==> src/core/stc_defs.vh <==
// constants for the standard timer capture input block
// What this block does
// - operating mode field value 01 selects capture input operation.
// - capture trigger from either pin, edge chosen by pin function field.
// - counter starts when timer_run goes from low to high.
// - each active edge while timer_run is high copies counter into capture register and raises request.
// - counter runs freely regardless of pins until timer_run falls.
// - period compare match resets counter to zero.
// - period compare match also raises an interrupt request.
// - pin function 11 disables capture while counter keeps running.
// - clear source and duty/period swap bits are ignored in capture operation.
// - pins configured as outputs are still sensed for captures.
// - no timer output driven; initial level and polarity bits unused.
// - period register zero lets counter run to its maximum before wrapping.
// - counter is 16 bits, wrapping from all ones to zero.
`ifndef STC_DEFS_VH
`define STC_DEFS_VH
`define STC_AW 3
`define STC_DW 16
`define STC_CNT_W 16
`define STC_PER_W 8
// register offsets
`define STC_REG_CTRL 3'h0
`define STC_REG_PERIOD 3'h1
`define STC_REG_CAPTURE 3'h2
`define STC_REG_COUNT 3'h3
`define STC_REG_STATUS 3'h4
`define STC_REG_ENABLE 3'h5
`define STC_REG_CLEAR 3'h6
// control register fields
`define STC_RUN_BIT 0
`define STC_MODE_LO 1
`define STC_MODE_HI 2
`define STC_PF_LO 3
`define STC_PF_HI 4
`define STC_CCLR_BIT 5
`define STC_DPX_BIT 6
`define STC_OC_BIT 7
`define STC_POL_BIT 8
`define STC_CTRL_W 9
`define STC_CTRL_RST 9'h000
`define STC_MODE_CAPTURE 2'h1
// pin function edge codes
`define STC_EDGE_RISE 2'h0
`define STC_EDGE_FALL 2'h1
`define STC_EDGE_BOTH 2'h2
`define STC_EDGE_NONE 2'h3
// status bits
`define STC_ST_CAP 0
`define STC_ST_PER 1
`define STC_ST_W 2
`endif

==> src/core/stc_edge.v <==
// edge detector on a synchronised level, selected by pin function
`timescale 1ns/1ps
`include "stc_defs.vh"
module stc_edge (
    input wire clock,
    input wire reset,
    input wire level,
    input wire [1:0] pin_func,
    output wire hit
);
    reg prev_r;
    always @(posedge clock or posedge reset) begin
        if (reset) begin
            prev_r <= 1'b0;
        end else begin
            prev_r <= level;
        end
    end
    wire rise = level & ~prev_r;
    wire fall = ~level & prev_r;
    // 11 yields no trigger at all
    assign hit = (pin_func == `STC_EDGE_RISE) ? rise :
                 (pin_func == `STC_EDGE_FALL) ? fall :
                 (pin_func == `STC_EDGE_BOTH) ? (rise | fall) : 1'b0;
endmodule

==> src/core/stc_sync.v <==
// two flop synchroniser for one pin
`timescale 1ns/1ps
module stc_sync (
    input wire clock,
    input wire reset,
    input wire din,
    output wire dout
);
    reg meta_r;
    reg sync_r;
    always @(posedge clock or posedge reset) begin
        if (reset) begin
            meta_r <= 1'b0;
            sync_r <= 1'b0;
        end else begin
            meta_r <= din;
            sync_r <= meta_r;
        end
    end
    assign dout = sync_r;
endmodule

==> src/core/stc_top.v <==
// standard timer capture input mode with register port and interrupt
//
// The placing of the registers and the address-and-strobe port were left to the implementer.
`timescale 1ns/1ps
`include "stc_defs.vh"
module stc_top (
    input wire clock,
    input wire reset,
    input wire [`STC_AW-1:0] reg_addr,
    input wire [`STC_DW-1:0] reg_wdata,
    input wire reg_write,
    input wire reg_read,
    output reg [`STC_DW-1:0] reg_rdata,
    input wire capture_pin_a,
    input wire capture_pin_b,
    output wire capture_match_flag,
    output wire period_match_flag,
    output wire irq
);
    // ====================================================================
    // registers
    // ====================================================================
    reg [`STC_CTRL_W-1:0] timer_ctrl_one_r;
    reg [`STC_PER_W-1:0] period_compare_reg_r;
    reg [`STC_CNT_W-1:0] capture_value_reg_r;
    reg [`STC_CNT_W-1:0] count_r;
    reg [`STC_ST_W-1:0] status_r;
    reg [`STC_ST_W-1:0] enable_r;
    reg run_d_r;

    wire timer_run = timer_ctrl_one_r[`STC_RUN_BIT];
    wire op_mode_lo = timer_ctrl_one_r[`STC_MODE_LO];
    wire op_mode_hi = timer_ctrl_one_r[`STC_MODE_HI];
    wire pin_func_lo = timer_ctrl_one_r[`STC_PF_LO];
    wire pin_func_hi = timer_ctrl_one_r[`STC_PF_HI];
    wire capture_mode = ({op_mode_hi, op_mode_lo} == `STC_MODE_CAPTURE);
    // clear_source_sel, duty_period_swap, output_init_level and output_polarity
    // are stored for readback only; nothing here reads them

    function is_write;
        input [`STC_AW-1:0] a;
        begin
            is_write = reg_write && (reg_addr == a);
        end
    endfunction

    // ====================================================================
    // pin sensing
    // ====================================================================
    // pins are sensed whatever their port direction elsewhere
    wire pin_a_s;
    wire pin_b_s;
    wire hit_a;
    wire hit_b;
    stc_sync u_sync_a (
        .clock(clock),
        .reset(reset),
        .din(capture_pin_a),
        .dout(pin_a_s)
    );
    stc_sync u_sync_b (
        .clock(clock),
        .reset(reset),
        .din(capture_pin_b),
        .dout(pin_b_s)
    );
    stc_edge u_edge_a (
        .clock(clock),
        .reset(reset),
        .level(pin_a_s),
        .pin_func({pin_func_hi, pin_func_lo}),
        .hit(hit_a)
    );
    stc_edge u_edge_b (
        .clock(clock),
        .reset(reset),
        .level(pin_b_s),
        .pin_func({pin_func_hi, pin_func_lo}),
        .hit(hit_b)
    );
    wire cap_ev = capture_mode && timer_run && (hit_a || hit_b);

    // ====================================================================
    // counter
    // ====================================================================
    wire run_rise = timer_run && !run_d_r;
    // zero period never matches so the counter wraps at all ones
    wire per_match = capture_mode && timer_run && (period_compare_reg_r != 8'h00) &&
                     (count_r[`STC_CNT_W-1:`STC_CNT_W-`STC_PER_W] ==
                      period_compare_reg_r) && (count_r[`STC_CNT_W-`STC_PER_W-1:0] == 8'h00);
    reg [`STC_CNT_W-1:0] count_nxt;
    always @* begin
        count_nxt = count_r;
        if (run_rise) begin
            count_nxt = {`STC_CNT_W{1'b0}};
        end else if (timer_run && per_match) begin
            count_nxt = {`STC_CNT_W{1'b0}};
        end else if (timer_run) begin
            count_nxt = count_r + 16'h0001;
        end
    end

    always @(posedge clock or posedge reset) begin
        if (reset) begin
            count_r <= {`STC_CNT_W{1'b0}};
            run_d_r <= 1'b0;
            capture_value_reg_r <= {`STC_CNT_W{1'b0}};
        end else begin
            count_r <= count_nxt;
            run_d_r <= timer_run;
            if (cap_ev) begin
                capture_value_reg_r <= count_r;
            end
        end
    end

    // ====================================================================
    // software registers and sticky flags
    // ====================================================================
    wire [`STC_ST_W-1:0] set_bits = {per_match, cap_ev};
    wire [`STC_ST_W-1:0] clr_bits = is_write(`STC_REG_CLEAR) ?
                                    reg_wdata[`STC_ST_W-1:0] : {`STC_ST_W{1'b0}};
    always @(posedge clock or posedge reset) begin
        if (reset) begin
            timer_ctrl_one_r <= `STC_CTRL_RST;
            period_compare_reg_r <= {`STC_PER_W{1'b0}};
            status_r <= {`STC_ST_W{1'b0}};
            enable_r <= {`STC_ST_W{1'b0}};
        end else begin
            if (is_write(`STC_REG_CTRL)) begin
                timer_ctrl_one_r <= reg_wdata[`STC_CTRL_W-1:0];
            end
            if (is_write(`STC_REG_PERIOD)) begin
                period_compare_reg_r <= reg_wdata[`STC_PER_W-1:0];
            end
            if (is_write(`STC_REG_ENABLE)) begin
                enable_r <= reg_wdata[`STC_ST_W-1:0];
            end
            // set wins over clear
            status_r <= (status_r & ~clr_bits) | set_bits;
        end
    end

    assign capture_match_flag = status_r[`STC_ST_CAP];
    assign period_match_flag = status_r[`STC_ST_PER];
    assign irq = |(status_r & enable_r);

    // ====================================================================
    // read port
    // ====================================================================
    reg [`STC_DW-1:0] rd_mux;
    always @* begin
        rd_mux = {`STC_DW{1'b0}};
        case (reg_addr)
            `STC_REG_CTRL: rd_mux = {7'h00, timer_ctrl_one_r};
            `STC_REG_PERIOD: rd_mux = {8'h00, period_compare_reg_r};
            `STC_REG_CAPTURE: rd_mux = capture_value_reg_r;
            `STC_REG_COUNT: rd_mux = count_r;
            `STC_REG_STATUS: rd_mux = {14'h0000, status_r};
            `STC_REG_ENABLE: rd_mux = {14'h0000, enable_r};
            default: rd_mux = {`STC_DW{1'b0}};
        endcase
    end
    always @(posedge clock or posedge reset) begin
        if (reset) begin
            reg_rdata <= {`STC_DW{1'b0}};
        end else if (reg_read) begin
            reg_rdata <= rd_mux;
        end else begin
            reg_rdata <= {`STC_DW{1'b0}};
        end
    end
endmodule

==> config.mk <==
export PLATFORM = sky130hd
export DESIGN_NAME = stc_top
export DESIGN_NICKNAME = d
export VERILOG_FILES = /design/src/core/stc_edge.v /design/src/core/stc_sync.v /design/src/core/stc_top.v
export VERILOG_INCLUDE_DIRS = /design/src /design/src/core
export SDC_FILE = /design/constraint.sdc
export NUM_CORES = 1
export LEC_CHECK = 0
export BUFFER_PORTS_ARGS = -buffer_cell sky130_fd_sc_hd__buf_2
export CAP_MARGIN = 20
export CORE_MARGIN = 3
export CORE_UTILIZATION = 58
export CTS_CLUSTER_DIAMETER = 50
export DETAILED_ROUTE_END_ITERATION = 7
export PLACE_DENSITY = 0.8
export SYNTH_ARGS = -nofsm -noshare
export SYNTH_HDL_FRONTEND = slang
export SYNTH_SLANG_ARGS = --single-unit
==> constraint.sdc <==
create_clock -name clock -period 2.75 [get_ports clock]
set_input_delay 0.275 -clock clock [delete_from_list [all_inputs] [get_ports clock]]
set_output_delay 0.275 -clock clock [all_outputs]
set_load 0.01 [all_outputs]
* Word level (Yosys, flattened, before mapping)
Index checks and enable logic that the tools add are counted.
W data, S select, Z words.
** Storage, ports and cells
- Register bits :: 76
- Output and inout port bits :: 19
** Cells by class
- $add $sub $neg :: 1
- Equal/unequal tests :: 10
- Muxes and demuxes :: 12
- Bitwise operators :: 14
- Reductions and logical operators :: 19
** Operator list (number)
- $pmux W16 S6 :: 1
- $mux W16 :: 4
- $add A16 B1 Y16 const B :: 1
- $logic_and A1 B1 Y1 :: 11
- $eq A3 B3 Y1 const B :: 3
- $eq A8 B8 Y1 :: 1
- $logic_not A8 Y1 :: 1
- $reduce_bool A8 Y1 :: 1
- $eq A3 B2 Y1 const B :: 2
- $mux W1 :: 6
- $and A1 B1 Y1 :: 4
- $and A2 B2 Y2 :: 2
- $eq A2 B1 Y1 const B :: 2
- $not A1 Y1 :: 4
- $eq A3 B1 Y1 const B :: 1
- $logic_not A3 Y1 :: 1
- $reduce_bool A3 Y1 :: 1
- $eq A2 B2 Y1 const B :: 1
- $logic_not A2 Y1 :: 1
- $mux W2 :: 1
- $not A2 Y2 :: 1
- $or A1 B1 Y1 :: 2
- $or A2 B2 Y2 :: 1
- $reduce_or A2 Y1 :: 1
- other kinds (2) :: 2

* Logic depth before layout (Yosys ltp)
- Depth after elaboration :: 9
- Mapped depth :: 8
- Depth with buffers taken out :: 7

* Cells and area by module
Synthesis repeated with hierarchy kept, for this count alone.
** Second synthesis, totals
- Cells, all modules :: 317
- Area total of the unflattened synthesis :: 3749.8 um^2
** By module, submodules not included
- stc_top :: times used 1, cells each 291, area an instance 3467.1 um^2
- stc_edge :: times used 2, cells each 10, area an instance 87.6 um^2
- stc_sync :: times used 2, cells each 3, area an instance 53.8 um^2

* Worst setup path before layout
No wires, ideal clock.
- Path kind :: register -> register
- Start point :: register u_sync_b.sync_r, in the netlist u_sync_b.dout
- End point :: register capture_value_reg_r[0]
- Arrival time :: 1.947 ns
- Slack :: 0.677 ns
- Stages on the path, launching flop included :: 7
- Buffers on the path :: 1
- Path through :: dfrtp_1 -> inv_1 -> ha_1 -> a21o_1 -> a2111oi_4 -> buf_6 -> mux2_4
** Between the ends
- Cells in the longest elaborated chain, start to end :: 8
** Ends and longest elaborated chain
- from (decl) :: RTL line stc_sync.v:10 : reg sync_r;
- from (signal assigned) :: RTL line stc_sync.v:17 : sync_r <= meta_r;
- $not A1 Y1 :: RTL line stc_edge.v:20 : wire fall = ~level & prev_r;
- $and A1 B1 Y1 :: RTL line stc_edge.v:20
- $or A1 B1 Y1 :: RTL line stc_edge.v:24 : (pin_func == `STC_EDGE_BOTH) ? (rise | fall) : 1'b0;
- $mux W1 :: RTL line stc_edge.v:24
- $mux W1 :: RTL line stc_edge.v:23 : (pin_func == `STC_EDGE_FALL) ? fall :
- $mux W1 (*) :: RTL line stc_edge.v:22 : assign hit = (pin_func == `STC_EDGE_RISE) ? rise :
- $logic_or A1 B1 Y1 (*) :: RTL line stc_top.v:81 : wire cap_ev = capture_mode && timer_run && (hit_a || hit_b);
- $logic_and A1 B1 Y1 (*) :: RTL line stc_top.v:81
- to (signal assigned) :: RTL line stc_top.v:107 : capture_value_reg_r <= {`STC_CNT_W{1'b0}};
- to (signal assigned) :: RTL line stc_top.v:112 : capture_value_reg_r <= count_r;
- to (decl) :: RTL line stc_top.v:25 : reg [`STC_CNT_W-1:0] capture_value_reg_r;
Every way passes the cells marked *; elsewhere a longest branch is shown, timed or not.
A chain may end at the register's enable or synchronous reset.

* Final worst setup path
- Start point :: register count_r[0]
- End point :: register count_r[2]
** Between the ends
- Cells in the longest elaborated chain, start to end :: 5
** Ends and longest elaborated chain
- from (decl) :: RTL line stc_top.v:26 : reg [`STC_CNT_W-1:0] count_r;
- from (signal assigned) :: RTL line stc_top.v:105 : count_r <= {`STC_CNT_W{1'b0}};
- from (signal assigned) :: RTL line stc_top.v:109 : count_r <= count_nxt;
- parallel branches: the longest is 5 deep, another holds $add A16 B1 Y16
Several ways; the timed one is not identified. The select of a mux whose other input is x is not followed.

==> metrics.md <==
| Metric | Value |
|---|---|
| Status | `finished, final reports clean` |
| Net Sw Frac | `27.4%` |
| Fraction of registers with async set/reset | `100%` |
| DR vias | `2430` |
| I/O pin cnt | `44` |
| Final instance area | `4100 µm²` |
| Number of I/O port buffers | `36` |
| Clock Latency Late Sink | `0.34 ns` |
| Reg2reg path depth | `8` |
| Post-synthesis compound-gate area fraction | `5.86%` |
| CTS H-tree lvls | `3` |
| R2R setup slack | `0.65 ns` |
| Critical-path cell list | `inv_1 > ha_1 > nor4b_1 > nand4_1 > nand4b_1 > buf_4 > a31oi_1 > o22ai_1` |
| Logic pwr share | `18.2%` |
| Avg Inst Size Synth | `12.4 µm²` |
| Via density | `5.96` |
| Adder-cell share of the synthesized area | `2.06%` |
| Gate Count Post-Synth | `295` |
| Kind of critical path | `reg2reg` |
| Post_cts resized | `0` |
| Leak | `1.95 nW` |
| CP Launch Type | `register` |
| Critical Path Slowest Stage Cell | `dfrtp_1` |
| Internal power | `2.07 mW` |
| DRC violations left | `0` |
| Register bit count reported by yosys | `76` |
| Crit path arrival time | `2.32 ns` |
| CTS tree | `done` |
| Crit. End Element | `register` |
| Die area | `7280 µm²` |
| Root buf cell | `clkbuf_8` |
| Row count | `28` |
| Post-layout minimum cycle time | `2.10 ns` |
| Setup total negative slack | `0 ns` |
| Final WL | `7370 µm` |
| Actual slew at the worst max-slew pin | `0.643 ns` |
| Hold buffers post-CTS | `0` |
| Relative max-transition margin | `57.1%` |
| CP Data Required Time | `2.96 ns` |
| Layout cells sized above 1 | `30.9%` |
| Mapped cell area | `3650 µm²` |
| R2R Path End | `count_r[2]` |
| Placed Area | `3880 µm²` |
| Final Max Tran Viols | `0` |
| Switch Pwr | `781 µW` |
| Vias in the first global route | `2595` |
| Area of the core | `6030 µm²` |
| Post-CTS Repair Setup Buffers | `0` |
| GRT Util Overall | `22.7%` |
| Syn. warnings | `0` |
| Unrepaired setup endpoints after global routing | `false` |
| First-pass DRT Iterations | `4` |
| Worst reg2reg startpoint | `count_r[0]` |
| Largest family of logic cells by synthesized area | `multiplexers` |
| Setup Viol. Count Final | `0` |
| Final hold violations | `0` |
| N_diodes | `0` |
| Area Growth Syn to Fin | `12.4%` |
| Initial antenna violation count | `0` |
| Clock sinks | `76` |
| Clk slew on worst S/H paths | `0.07 ns` |
| Fin crit share | `76.5%` |
| Fmax | `0.475 GHz` |
| Crit path max fanout | `8` |
| Final nets | `359` |
| Initial Utilization | `60.6%` |
| Sequential share of power | `49.2%` |
| DP HPWL | `4980 µm` |
| Largest net degree at the start of global routing | `77` |
| Crit path largest cell delay | `0.42 ns` |
| Placer Congestion | `0.811` |
| Post-synthesis xor/xnor area fraction | `1.92%` |
| Ys flop type | `dfrtp_1` |
| GRT overflow | `0` |
| CTS buffer count | `9` |
| Initial DRC Count | `160` |
| Max-cap violations | `0` |
| Number of synthesized flops with an enable pin | `0` |
| Yosys cell types | `47` |
| DRT antenna net count | `0` |
| PD cells | `695 nW/µm²` |
| Sequential element share of the synthesized area | `52.1%` |
| Post-synthesis simple-gate area fraction | `13.4%` |
| CTS Buffer Depth | `2` |
| Multiplexer area fraction after synthesis | `20.9%` |
| Syn_nets | `326` |
| Die X-Extent | `85.3 µm` |
| Clk pwr share | `32.6%` |
| Max Clock Skew | `0.00564 ns` |
| Global-route wire length before repair | `12700 µm` |
| Routed len/inst | `18.1 µm` |
| Peak supply drop | `0.453 mV` |
| Die Height | `85.3 µm` |
| Hold Path Class | `in2async` |
-- worst max-delay path, delay by kind of cell, from the launching register on --
kind,cells,cell delay [ns]
AND/OR/NAND/NOR,3,0.72
flip-flops,1,0.42
buffers and inverters,2,0.36
AO/OA/AOI/OAI,2,0.30
adder cells (fa/ha/maj),1,0.18
-- cells by family (layout without fill, tap and decap cells) --
family / count (synthesis) / after routing
xor gates and xnor gates: 8 / 8
muxes: 58 / 58
DFF: 76 / 76
buffers and inverters: 32 / 70
AOI/OAI and AO/OA: 27 / 27
adders and majority gates: 6 / 6
and+or+nand+nor: 88 / 88
-- cell usage in the layout, fill, tap and decap left out, types with 3 or more instances in the layout --
cell       Yosys  routed
dfrtp_1       76      76
buf_2          9      36
mux2_2        26      26
nand2_1       18      18
nor2_1        16      16
mux2i_1       15      15
inv_1         12      11
nor2b_1       10      10
clkbuf_8       0      10
mux2_4         9       9
nand3_1        8       8
nand4_1        7       7
mux4_2         7       7
xor2_1         6       6
ha_1           6       6
nand4b_1       5       5
and3_1         5       5
o22ai_1        5       5
nor4_1         4       4
buf_4          0       4
and4_1         3       3
o311ai_0       3       3
a21o_1         3       3
o21ai_0        3       3
a31oi_1        3       3
o2bb2ai_1      3       3
-- state kept, by name (all words and copies together), names as in the netlist --
name	count
timer_ctrl_one_r	9
count_r	16
u_edge_b.prev_r	1
capture_value_reg_r	16
status_r	2
run_d_r	1
reg_rdata	16
period_compare_reg_r	8
u_sync_a.dout	1
u_sync_a.meta_r	1
u_sync_b.meta_r	1
enable_r	2
u_sync_b.dout	1
u_edge_a.prev_r	1
-- Yosys cell counts (all sizes together) (6+ instances only) --
cell | number | share of area [%]
dfrtp | 76 | 52
mux2 | 35 | 12
nand2 | 18 | 1.9
nor2 | 17 | 1.8
mux2i | 15 | 4.1
inv | 12 | 1.2
buf | 11 | 1.6
nor2b | 10 | 1.7
clkbuf | 8 | 0.82
mux4 | 8 | 5.0
nand3 | 8 | 1.1
nand4 | 7 | 1.2
ha | 6 | 2.1
xor2 | 6 | 1.4
-- worst max path at each step --
stage,to,from,slack (ns)
floorplan,capture_value_reg_r[0],reset,0.54
global placement,capture_value_reg_r[9],u_sync_b.dout,0.71
detailed placement,capture_value_reg_r[10],u_sync_b.dout,0.67
CTS,capture_value_reg_r[10],u_sync_b.dout,0.65
global route,count_r[9],count_r[0],0.38
finish,count_r[2],count_r[0],0.65
-- power by group through the flow --
stage	logic [mW]	registers, mW	clock network [mW]
final	0.519	1.40	0.929
after global placement	0.502	1.41	0
after CTS	0.527	1.40	0.944
after global routing	0.582	1.43	1.00
after detailed placement	0.524	1.42	0
after floorplan	0.397	1.38	0
-- routing by layer --
metal	part of all wire, %	track usage, %
met1	44	29.8
met2	50	35.8
met3	4.8	5.73
met4	1.7	9.78
met5	0	0
-- through the flow --
stage          hold slack (ns)  setup slack, ns  power, mW  cells  util [%]
3_3_place_gp             0.334            0.710       1.91    392      64.5
4_1_cts                 0.0212            0.648       2.87    408      68.1
2_1_floorplan            0.306            0.537       1.78    295         -
3_5_place_dp             0.336            0.668       1.95    392      64.5
5_1_grt                 0.0171            0.383       3.01    408      68.1
6_report                0.0198            0.645       2.85    408      68.1
-- cell type report --
cell class                 count  area, µm²
clock inverter                 4       72.6
fill                         437       1920
sequential                    76       1900
multi-input combinational    187       1610
inverter                      13       48.8
clock buffer                  12        145
tap                           75       93.8
timing repair buffer          41        230
No activity file was read; power rests on OpenSTA's default activity.
